[config.mk]
export PLATFORM = sky130hd
export DESIGN_NAME = scg_generator_ctrl
export DESIGN_NICKNAME = d
export VERILOG_FILES = /design/src/verilog/scg_pkg.sv /design/src/verilog/scg_phase_if.sv /design/src/verilog/scg_step_tick.sv /design/src/verilog/scg_phase_stepper.sv /design/src/verilog/scg_generator_ctrl.sv
export SDC_FILE = /design/constraint.sdc
export NUM_CORES = 1
export LEC_CHECK = 0
export BUFFER_PORTS_ARGS = -buffer_cell sky130_fd_sc_hd__buf_2
export CAP_MARGIN = 5
export CORE_UTILIZATION = 30
export CTS_CLUSTER_SIZE = 16
export DETAILED_ROUTE_END_ITERATION = 8
export PLACE_DENSITY = 0.45
export SKIP_LAST_GASP = 1
export SYNTH_ARGS = -nofsm -noshare
export SYNTH_HDL_FRONTEND = slang
export SYNTH_SLANG_ARGS = --single-unit
[constraint.sdc]
create_clock -name MCLK -period 3.4 [get_ports MCLK]
set_input_delay 0.17 -clock MCLK [delete_from_list [all_inputs] [get_ports MCLK]]
set_output_delay 0.17 -clock MCLK [all_outputs]
set_load 0.01 [all_outputs]
[src/verilog/scg_pkg.sv]
// Shared constants for the sample-clock generator control block
package scg_pkg;
	// Register offsets
	localparam logic [5:0]  ADDR_GEN1_MODE  = 6'h10;
	localparam logic [5:0]  ADDR_GEN1_RATE  = 6'h11;
	localparam logic [5:0]  ADDR_GEN1_PHASE = 6'h12;
	localparam logic [5:0]  ADDR_GEN2_MODE  = 6'h13;
	// Values after reset
	localparam logic [15:0] GEN1_MODE_RESET  = 16'h00ff;
	localparam logic [15:0] GEN1_RATE_RESET  = 16'hbb80;
	localparam logic [15:0] GEN1_PHASE_RESET = 16'h0000;
	localparam logic [15:0] GEN2_MODE_RESET  = 16'h00ff;
	// Writable bits; reserved bits read as zero
	localparam logic [15:0] MODE_WRITE_MASK  = 16'hfcff;
	localparam logic [15:0] PHASE_WRITE_MASK = 16'h01ff;
	// Mode and phase field positions
	localparam int BIT_REF   = 15;
	localparam int BIT_VID   = 14;
	localparam int BIT_PLLG  = 13;
	localparam int BIT_P200  = 12;
	localparam int BIT_X87   = 11;
	localparam int BIT_C128  = 10;
	localparam int BIT_PAL   = 7;
	localparam int BIT_PHDIR = 8;
	// Bit clock table
	localparam logic [15:0] BITCLK_STEP_HZ = 16'h0960;
	localparam logic [15:0] BITCLK_PLUS_HZ = 16'h00c8;
	localparam logic [3:0]  BITCLK_TOP     = 4'hb;
	localparam logic [3:0]  NIBBLE_ONES    = 4'hf;
	// Video lock bases
	localparam logic [15:0] BASE_48000 = 16'hbb80;
	localparam logic [15:0] BASE_32000 = 16'h7d00;
	localparam logic [15:0] BASE_44100 = 16'hac44;
	localparam logic [15:0] BASE_29400 = 16'h72d8;
	localparam logic [15:0] BASE_44056 = 16'hac18;
	localparam logic [3:0]  DIV_TOP    = 4'h7;
	// Normal lock conversion rates; codes 7 to 10 carry the 8/7 factor
	localparam logic [3:0]  NORMAL_TOP = 4'ha;
	localparam logic [3:0]  NORMAL_X87 = 4'h7;
	localparam logic [15:0] NORMAL_HZ [0:10] = '{16'h1c20, 16'h20d0, 16'h2328,
		16'h2580, 16'h2bc0, 16'h2ee0, 16'h3200, 16'h1c20, 16'h2328, 16'h2580,
		16'h2ee0};
	// Phase step rate, in kHz
	localparam int MCLK_KHZ       = 200000;
	localparam int PHASE_STEP_KHZ = 3072;
endpackage

[src/verilog/scg_phase_if.sv]
// Phase stepper connection between control, tick source and stepper
`timescale 1ns/1ps
`default_nettype none
interface scg_phase_if;
	logic       load;
	logic       clear;
	logic       load_dir;
	logic [7:0] load_mag;
	logic       tick;
	logic       dir;
	logic [7:0] mag;
	logic       step;
	modport ctrl    (output load, clear, load_dir, load_mag, input dir, mag, step, tick);
	modport stepper (input load, clear, load_dir, load_mag, tick, output dir, mag, step);
	modport ticker  (output tick);
endinterface
`default_nettype wire

[src/verilog/scg_step_tick.sv]
// Fractional divider giving the phase step enable pulse
`timescale 1ns/1ps
`default_nettype none
module scg_step_tick #(
	parameter int INC = scg_pkg::PHASE_STEP_KHZ,
	parameter int MOD = scg_pkg::MCLK_KHZ
) (
	// Clock and reset
	input wire logic clk,
	input wire logic rst,
	// Enable out
	scg_phase_if.ticker t
);
	// Refuse rates that the 24-bit accumulator cannot serve without overflow
	if (INC <= 0 || INC >= MOD || MOD > (1 << 23)) begin : g_bad_rate
		$error("unusable INC/MOD for the step divider");
	end

	logic [23:0] acc;
	logic [23:0] next_acc;

	always_comb begin
		next_acc = acc + 24'(INC);
	end

	// Average rate is exactly INC/MOD of the clock
	always_ff @(posedge clk) begin
		if (rst) begin
			acc    <= 24'h000000;
			t.tick <= 1'b0;
		end else if (next_acc >= 24'(MOD)) begin
			acc    <= next_acc - 24'(MOD);
			t.tick <= 1'b1;
		end else begin
			acc    <= next_acc;
			t.tick <= 1'b0;
		end
	end
endmodule
`default_nettype wire

[src/verilog/scg_phase_stepper.sv]
// Pending phase shift counter
`timescale 1ns/1ps
`default_nettype none
module scg_phase_stepper (
	// Clock and reset
	input wire logic clk,
	input wire logic rst,
	// Stepper side
	scg_phase_if.stepper p
);
	always_ff @(posedge clk) begin
		if (rst || p.clear) begin
			p.mag <= 8'h00;
			p.dir <= 1'b0;
		end else if (p.load) begin
			p.mag <= p.load_mag;
			p.dir <= p.load_dir;
		end else if (p.tick && p.mag != 8'h00) begin
			p.mag <= p.mag - 8'h01;
		end
	end

	always_ff @(posedge clk) begin
		p.step <= !rst && !p.clear && !p.load && p.tick && p.mag != 8'h00;
	end
endmodule
`default_nettype wire

[src/verilog/scg_generator_ctrl.sv]
// Generator one sample-clock control registers and mode decode
`timescale 1ns/1ps
`default_nettype none
module scg_generator_ctrl (
	// Clock and reset
	input  wire logic        MCLK,
	input  wire logic        SYS_RST,
	// Device pins
	input  wire logic        RESET_N_PIN,
	input  wire logic        POWER_DOWN_N_PIN,
	input  wire logic        SLOT_INPUT_STROBE,
	// Serial frame timing
	input  wire logic        BUS_MASTER,
	input  wire logic        SLOT0_START,
	input  wire logic        SLOT1_START,
	input  wire logic        GENERATOR_ONE_ENABLE,
	// Control word access
	input  wire logic        CTRL_WR,
	input  wire logic        CTRL_RD,
	input  wire logic [5:0]  CTRL_ADDR,
	input  wire logic [15:0] CTRL_WDATA,
	output logic      [15:0] CTRL_RDATA,
	output logic             CTRL_RVALID,
	output logic      [15:0] SLOT1_DATA,
	output logic             SLOT1_VALID,
	// Generator one decode
	output logic             GEN1_REF_IS_SYNC,
	output logic             GEN1_VIDEO_LOCK,
	output logic             GEN1_PAL_LOCK,
	output logic             GEN1_LOOP_GAIN_HIGH,
	output logic             GEN1_BITCLK_ON,
	output logic      [15:0] GEN1_BITCLK_HZ,
	output logic             GEN1_BITCLK_X128,
	output logic      [15:0] GEN1_CONV_HZ,
	output logic      [3:0]  GEN1_CONV_DIVISOR,
	output logic             GEN1_CONV_X8_7,
	output logic             GEN1_CONV_PIN_X128,
	output logic             GEN1_PHASE_STEP,
	output logic             GEN1_PHASE_RETARD,
	// Generator two mode
	output logic      [15:0] GEN2_MODE
);
	typedef enum logic [1:0] {
		RB_IDLE       = 2'b00,
		RB_WAIT_FRAME = 2'b01,
		RB_WAIT_SLOT  = 2'b10
	} scg_readback_type;

	scg_phase_if phase_if ();

	logic [2:0]       sync_reference_input;
	logic [2:0]       sync2;
	logic             tsi_last;
	logic             hold;
	logic             phase_hold;
	logic             frame_start;
	logic             wr_ok;
	logic [15:0]      gen1_mode_control;
	logic [15:0]      gen1_sample_rate_word;
	logic [15:0]      gen2_mode_control;
	logic [15:0]      phase_snapshot;
	logic [15:0]      current;
	logic [15:0]      readback;
	logic             video;
	scg_readback_type rb_state;

	// Pins pass two flip-flops; the strobe edge is taken after the second
	always_ff @(posedge MCLK) begin
		if (SYS_RST) begin
			sync_reference_input    <= 3'b000;
			sync2    <= 3'b000;
			tsi_last <= 1'b0;
		end else begin
			sync_reference_input    <= {SLOT_INPUT_STROBE, POWER_DOWN_N_PIN, RESET_N_PIN};
			sync2    <= sync_reference_input;
			tsi_last <= sync2[2];
		end
	end

	assign hold        = !sync2[0] || !sync2[1];
	assign phase_hold  = hold || !GENERATOR_ONE_ENABLE;
	assign frame_start = BUS_MASTER ? SLOT0_START : (sync2[2] && !tsi_last);
	assign wr_ok       = CTRL_WR && !hold;
	assign video       = gen1_mode_control[scg_pkg::BIT_REF] &&
		gen1_mode_control[scg_pkg::BIT_VID];

	// Mode and rate registers
	always_ff @(posedge MCLK) begin
		if (SYS_RST || hold) begin
			gen1_mode_control <= scg_pkg::GEN1_MODE_RESET;
		end else if (wr_ok && CTRL_ADDR == scg_pkg::ADDR_GEN1_MODE) begin
			gen1_mode_control <= CTRL_WDATA & scg_pkg::MODE_WRITE_MASK;
		end
	end

	always_ff @(posedge MCLK) begin
		if (SYS_RST || hold) begin
			gen1_sample_rate_word <= scg_pkg::GEN1_RATE_RESET;
		end else if (wr_ok && CTRL_ADDR == scg_pkg::ADDR_GEN1_RATE) begin
			gen1_sample_rate_word <= CTRL_WDATA;
		end
	end

	always_ff @(posedge MCLK) begin
		if (SYS_RST || hold) begin
			gen2_mode_control <= scg_pkg::GEN2_MODE_RESET;
		end else if (wr_ok && CTRL_ADDR == scg_pkg::ADDR_GEN2_MODE) begin
			gen2_mode_control <= CTRL_WDATA & scg_pkg::MODE_WRITE_MASK;
		end
	end

	// Phase shift is loaded into the stepper; read shows the frame snapshot
	assign phase_if.clear    = SYS_RST || phase_hold;
	assign phase_if.load     = CTRL_WR && CTRL_ADDR == scg_pkg::ADDR_GEN1_PHASE;
	assign phase_if.load_dir = CTRL_WDATA[scg_pkg::BIT_PHDIR];
	assign phase_if.load_mag = CTRL_WDATA[7:0];

	scg_step_tick i_scg_step_tick (
		.clk (MCLK),
		.rst (SYS_RST),
		.t   (phase_if.ticker)
	);

	scg_phase_stepper i_scg_phase_stepper (
		.clk (MCLK),
		.rst (SYS_RST),
		.p   (phase_if.stepper)
	);

	always_ff @(posedge MCLK) begin
		if (SYS_RST || phase_hold) begin
			phase_snapshot <= scg_pkg::GEN1_PHASE_RESET;
		end else if (frame_start) begin
			phase_snapshot <= {7'h00, phase_if.dir, phase_if.mag};
		end
	end

	// Phase steps act only with the master clock reference
	always_ff @(posedge MCLK) begin
		if (SYS_RST) begin
			GEN1_PHASE_STEP   <= 1'b0;
			GEN1_PHASE_RETARD <= 1'b0;
		end else begin
			GEN1_PHASE_STEP   <= phase_if.step &&
				!gen1_mode_control[scg_pkg::BIT_REF];
			GEN1_PHASE_RETARD <= phase_if.dir;
		end
	end

	// Register read and prior-contents capture
	always_comb begin
		unique case (CTRL_ADDR)
			scg_pkg::ADDR_GEN1_MODE:  current = gen1_mode_control;
			scg_pkg::ADDR_GEN1_RATE:  current = gen1_sample_rate_word;
			scg_pkg::ADDR_GEN1_PHASE: current = phase_snapshot;
			scg_pkg::ADDR_GEN2_MODE:  current = gen2_mode_control;
			default:                  current = 16'h0000;
		endcase
	end

	always_ff @(posedge MCLK) begin
		if (SYS_RST) begin
			CTRL_RDATA  <= 16'h0000;
			CTRL_RVALID <= 1'b0;
		end else begin
			CTRL_RDATA  <= CTRL_RD ? current : 16'h0000;
			CTRL_RVALID <= CTRL_RD;
		end
	end

	always_ff @(posedge MCLK) begin
		if (SYS_RST) begin
			rb_state    <= RB_IDLE;
			readback    <= 16'h0000;
			SLOT1_DATA  <= 16'h0000;
			SLOT1_VALID <= 1'b0;
		end else begin
			SLOT1_VALID <= 1'b0;
			if (CTRL_WR) begin
				rb_state <= RB_WAIT_FRAME;
				readback <= current;
			end else begin
				unique case (rb_state)
					RB_IDLE: begin
					end
					RB_WAIT_FRAME: begin
						if (frame_start) begin
							rb_state <= RB_WAIT_SLOT;
						end
					end
					RB_WAIT_SLOT: begin
						if (SLOT1_START) begin
							rb_state    <= RB_IDLE;
							SLOT1_DATA  <= readback;
							SLOT1_VALID <= 1'b1;
						end
					end
					default: rb_state <= RB_IDLE;
				endcase
			end
		end
	end

	// Mode decode
	function automatic logic [15:0] video_base(input logic [7:0] m);
		logic [15:0] b;
		b = 16'h0000;
		unique case (m[6:4])
			3'b000:  b = scg_pkg::BASE_48000;
			3'b001:  b = scg_pkg::BASE_32000;
			3'b010:  b = scg_pkg::BASE_44100;
			3'b011:  b = scg_pkg::BASE_29400;
			3'b100:  b = m[scg_pkg::BIT_PAL] ? 16'h0000 : scg_pkg::BASE_48000;
			3'b101:  b = m[scg_pkg::BIT_PAL] ? 16'h0000 : scg_pkg::BASE_44056;
			default: b = 16'h0000;
		endcase
		return b;
	endfunction

	always_ff @(posedge MCLK) begin
		if (SYS_RST) begin
			GEN1_REF_IS_SYNC    <= 1'b0;
			GEN1_VIDEO_LOCK     <= 1'b0;
			GEN1_PAL_LOCK       <= 1'b0;
			GEN1_LOOP_GAIN_HIGH <= 1'b0;
			GEN1_CONV_PIN_X128  <= 1'b0;
			GEN2_MODE           <= scg_pkg::GEN2_MODE_RESET;
		end else begin
			GEN1_REF_IS_SYNC    <= gen1_mode_control[scg_pkg::BIT_REF];
			GEN1_VIDEO_LOCK     <= video;
			GEN1_PAL_LOCK       <= video && gen1_mode_control[scg_pkg::BIT_PAL];
			GEN1_LOOP_GAIN_HIGH <= gen1_mode_control[scg_pkg::BIT_PLLG];
			GEN1_CONV_PIN_X128  <= gen1_mode_control[scg_pkg::BIT_C128];
			GEN2_MODE           <= gen2_mode_control;
		end
	end

	// Bit clock
	always_ff @(posedge MCLK) begin
		if (SYS_RST) begin
			GEN1_BITCLK_ON   <= 1'b0;
			GEN1_BITCLK_HZ   <= 16'h0000;
			GEN1_BITCLK_X128 <= 1'b0;
		end else begin
			GEN1_BITCLK_ON   <= !video;
			GEN1_BITCLK_X128 <= !video && gen1_mode_control[7:4] == scg_pkg::NIBBLE_ONES &&
				gen1_mode_control[3:0] == scg_pkg::NIBBLE_ONES;
			if (video || gen1_mode_control[3:0] > scg_pkg::BITCLK_TOP) begin
				GEN1_BITCLK_HZ <= 16'h0000;
			end else begin
				GEN1_BITCLK_HZ <= ({12'h000, gen1_mode_control[3:0]} + 16'h0001) *
					scg_pkg::BITCLK_STEP_HZ +
					(gen1_mode_control[scg_pkg::BIT_P200] ? scg_pkg::BITCLK_PLUS_HZ :
					16'h0000);
			end
		end
	end

	// Conversion clock
	always_ff @(posedge MCLK) begin
		if (SYS_RST) begin
			GEN1_CONV_HZ      <= scg_pkg::GEN1_RATE_RESET;
			GEN1_CONV_DIVISOR <= 4'h1;
			GEN1_CONV_X8_7    <= 1'b0;
		end else if (video) begin
			GEN1_CONV_HZ      <= video_base(gen1_mode_control[7:0]);
			GEN1_CONV_DIVISOR <= gen1_mode_control[3:0] > scg_pkg::DIV_TOP ? 4'h0 :
				gen1_mode_control[3:0] + 4'h1;
			GEN1_CONV_X8_7    <= 1'b0;
		end else if (gen1_mode_control[scg_pkg::BIT_REF]) begin
			GEN1_CONV_HZ      <= gen1_mode_control[7:4] > scg_pkg::NORMAL_TOP ? 16'h0000 :
				scg_pkg::NORMAL_HZ[gen1_mode_control[7:4]];
			GEN1_CONV_DIVISOR <= 4'h1;
			GEN1_CONV_X8_7    <= gen1_mode_control[7:4] >= scg_pkg::NORMAL_X87 &&
				gen1_mode_control[7:4] <= scg_pkg::NORMAL_TOP;
		end else begin
			GEN1_CONV_HZ      <= gen1_sample_rate_word;
			GEN1_CONV_DIVISOR <= 4'h1;
			GEN1_CONV_X8_7    <= gen1_mode_control[scg_pkg::BIT_X87];
		end
	end
endmodule
`default_nettype wire

==> results.md <==
- Mapped Area: 9144 µm²
- Routability cong.: 0.8007
- Syn Area/Cell: 8.282 µm²
- P_leak: 4.682 nW
- Clk sinks: between 150 and 200
- Largest net degree at the start of global routing: 76
- Worst vdd rail ir drop: 369.3 µV
- Setup TNS: 0 ps
- Initial antenna violation count: 0
- Number of enable flip-flop cells after synthesis: 0
- Vias: 8092
- Startpoint types: flop
- Power after layout: 5.783 mW
- Port bufs: 122
- Critical path cell sequence: ha_4, xnor2_2, inv_1, ha_1, ha_1, inv_1, fa_1, inv_1, ha_1, a21o_1, a41o_1, xnor2_1, or4_4, nor4_2, nor3_2
- Final setup fails: 0
- Die area: 31180 µm²
- Power Dens Cells: around 520 nW/µm²
- Post-synthesis sequential area ratio: 0.4313
- Layout cells sized above 1: 0.1891
- Setup ws final: a little under 80 ps
- Util after Layout: 0.3744
- Adder-cell share of the synthesized area: 0.04844
- Xor/xnor cell area share of the yosys netlist: 0.03544
- Max-cap violations: 0
- CP Max Fanout: 5
- Rows: 63
- Total wire length: 27.62 mm
- Final Hold Fails: 0
- Yosys reg bits: 197
- Reg clk slew, reported paths: 80 ps
- Crit-path slowest cell: fa_1
- Area share of the largest cell type after synthesis: 0.4313
- Biggest area consumer among synthesized cells: dfxtp_1
- Vias in the first global route: 7834
- Yosys cell types: 74
- Post-route ant nets: 0
- Die height: 176.6 µm
- Worst skew pair latency: 440 ps
- Buf/Inv on CP: 3
- Final min period: 3322 ps
- Pre-CTS setup slack: -86.73 ps
- Critical path class: flop to flop
- Post-Synthesis Cells: roughly 1.1k
- Post-synthesis compound-gate area fraction: 0.1418
- Final HPWL DP: 20.38 mm
- CTS Buffer Depth: 2
- GRT overflow: 0
- Global-route wire length before repair: 43.70 mm
- Period utilisation layout: 0.9771
- Syn. warnings: 0
- Synth area leaders: dfxtp_1 43%, nand2_1 7.4%, a21oi_1 4.8%
- Kind of end point of the critical path: flop
- Initial Util: 0.3069
- CTS Buf Count: 17
- Filler cell count: around 3k
- Arr. time, crit path: around 3700 ps
- Slew HR: 0.3537
- ANT cells: 0
- Synthesis-to-finish area growth: 22.02%
- Required @ worst endpoint: 3730 ps
- Wirelength per Cell: 16.86 µm
- Vias per inst: 4.940
- Overall die width: 176.6 µm
- Top FF cell, synth: dfxtp_1
- Worst-Margin Slew: 965.9 ps
- 1st-iter DRT viols: about 550
- Status: complete, no violations
- TritonCTS clock tree: built
- # DRC: 0
- Nets: 1302
- Simple-gate share of the synthesized area: 0.2596
- Main combinational cell family by area after synthesis: simple AND/OR/NAND/NOR gates
- Worst min-delay path category: primary input to flop
- Crit path largest cell delay: about 480 ps
- H-tree depth: 4
- Post-synthesis async set-or-reset flop share: 0
- Root Driver: clkbuf_16
- Multiplexer area fraction after synthesis: 0.03188
- Max Fclk: 0.3010 GHz
- Total GRT Usage: 0.1809
- DRT Pass-1 Iters: 5
- Core area: 29800 µm²
- RSZ-0062 raised after global routing: true
- Max-slew violation count: 0
- Top delay family on crit path: adder cells
- IO Pins: 129
- Worst Skew: around 17 ps
metal layers:
layer | track usage | wire (µm) | vias up
met2 | 0.2882 | 12850 | 190
met5 | 0 | 0 | -
met3 | 0.02842 | 1209 | 13
met1 | 0.2529 | 13330 | 3829
met4 | 0.04562 | 234 | 0
li1 | - | - | 4060
through the flow:
stage / instances / hold WS [ps] / area (µm²)
detailed placement: 1594 / 392.2 / 10380
finish: 1638 / 15.90 / 11160
CTS: 1636 / 1.502 / 11120
global route: 1638 / 13.98 / 11160
floorplan: 1109 / 294.0 / 9221
global placement: 1594 / 387.0 / 10380
power breakdown:
group / internal (mW) / switching, mW
Clock: 1.06 / 1.03
Sequential: 2.40 / 0.142
Combinational: 0.482 / 0.667
path summary, 6_finish.rpt:
| check | startpoint | slack [ps] | cells past startpoint | to |
|---|---|---|---|---|
| setup / recovery | gen1_mode_control[0]$_SDFFE_PP1P_ | 80 | 15 | GEN1_BITCLK_HZ[14]$_SDFF_PP0_ |
| hold / removal | SYS_RST | 20 | 2 | GEN1_CONV_HZ[14]$_SDFF_PP0_ |
| setup reg to reg | gen1_mode_control[0]$_SDFFE_PP1P_ | 80 | 15 | GEN1_BITCLK_HZ[14]$_SDFF_PP0_ |
| hold reg to reg | i_scg_phase_stepper.p.step$_DFF_P_ | 440 | 1 | GEN1_PHASE_STEP$_SDFF_PP0_ |
registers in the layout, summed over array words and instances (netlist names), 2 cells and up:
| signal | cells |
|---|---|
| CTRL_RDATA | 16 |
| GEN1_BITCLK_HZ | 12 |
| GEN1_CONV_DIVISOR | 4 |
| GEN1_CONV_HZ | 16 |
| GEN2_MODE | 14 |
| SLOT1_DATA | 16 |
| gen1_mode_control | 14 |
| gen1_sample_rate_word | 16 |
| gen2_mode_control | 14 |
| i_scg_phase_stepper.p.mag | 8 |
| i_scg_step_tick.acc | 18 |
| phase_snapshot | 9 |
| rb_state | 2 |
| readback | 16 |
| sync2 | 3 |
| sync_reference_input | 3 |
layout make-up:
cell class | instances | area (µm²) | area share
sequential | 197 | 3954 | 0.3544
inverter | 37 | 138.9 | 0.01245
multi-input combinational | 799 | 4846 | 0.4343
clock inverter | 14 | 186.4 | 0.01671
tap | 390 | 488.0 | 0.04374
timing repair buffer | 184 | 1119 | 0.1003
clock buffer | 17 | 425.4 | 0.03813
cell families (layout without fill, tap and decap cells):
group / Yosys count / count (layout)
simple gates: 483 / 483
compound gates: 211 / 211
flops: 197 / 197
buf+inv: 113 / 252
xor+xnor: 37 / 37
fa+ha+maj: 33 / 33
mux: 29 / 29
other cells: 1 / 6
synth_stat cells (3+ instances only):
library cell / number
xnor2_1: 24
nand2_1: 181
nor4_1: 10
a31oi_1: 7
dfxtp_1: 197
a21o_1: 5
xor2_1: 13
buf_2: 10
mux2i_1: 28
or3_1: 3
a22oi_1: 5
nand4b_1: 8
a211oi_1: 23
nor3b_1: 6
a21oi_1: 87
fa_1: 4
buf_1: 5
nor2_1: 81
o21ai_0: 37
o21ai_1: 4
and2_1: 8
nand2b_1: 7
ha_1: 29
and3_1: 15
o211ai_1: 10
nand3_1: 50
buf_4: 8
inv_1: 36
or4_1: 4
nor3_1: 32
clkbuf_1: 52
a221oi_1: 3
nor4b_1: 11
or2_2: 9
nor2b_1: 32
o21a_1: 4
nand4_1: 10
placed cells by master (no fill, tap or decap), drive strengths merged, types with 3 or more instances in the layout:
cell,instances
xor2,13
a22oi,5
and3,15
or3,4
nor3,33
dlygate4sd3,12
a21oi,87
nor4b,11
a21o,5
o21ai,42
o211ai,10
conb,6
o21a,4
nand2b,7
clkbuf,17
a31oi,7
nand2,181
or2,11
xnor2,24
dfxtp,197
fa,4
and2,8
or4,4
nor4,11
ha,29
a211oi,23
nor2,81
a221oi,3
nand4,11
buf,172
mux2i,28
nand3,51
inv,42
nor3b,6
nor2b,32
clkinv,8
nand4b,8
repair_timing:
item / in CTS / in global routing
endpoints found under the hold margin: 21 / 1
hold buffers: 11 / 1
pin swaps: 1 / 1
resized for setup: 5 / 6
gates cloned: 0 / 0
setup buffers: 0 / 1
setup endpoints to repair: 1 / 2
Power figures use the tool's default switching activity.
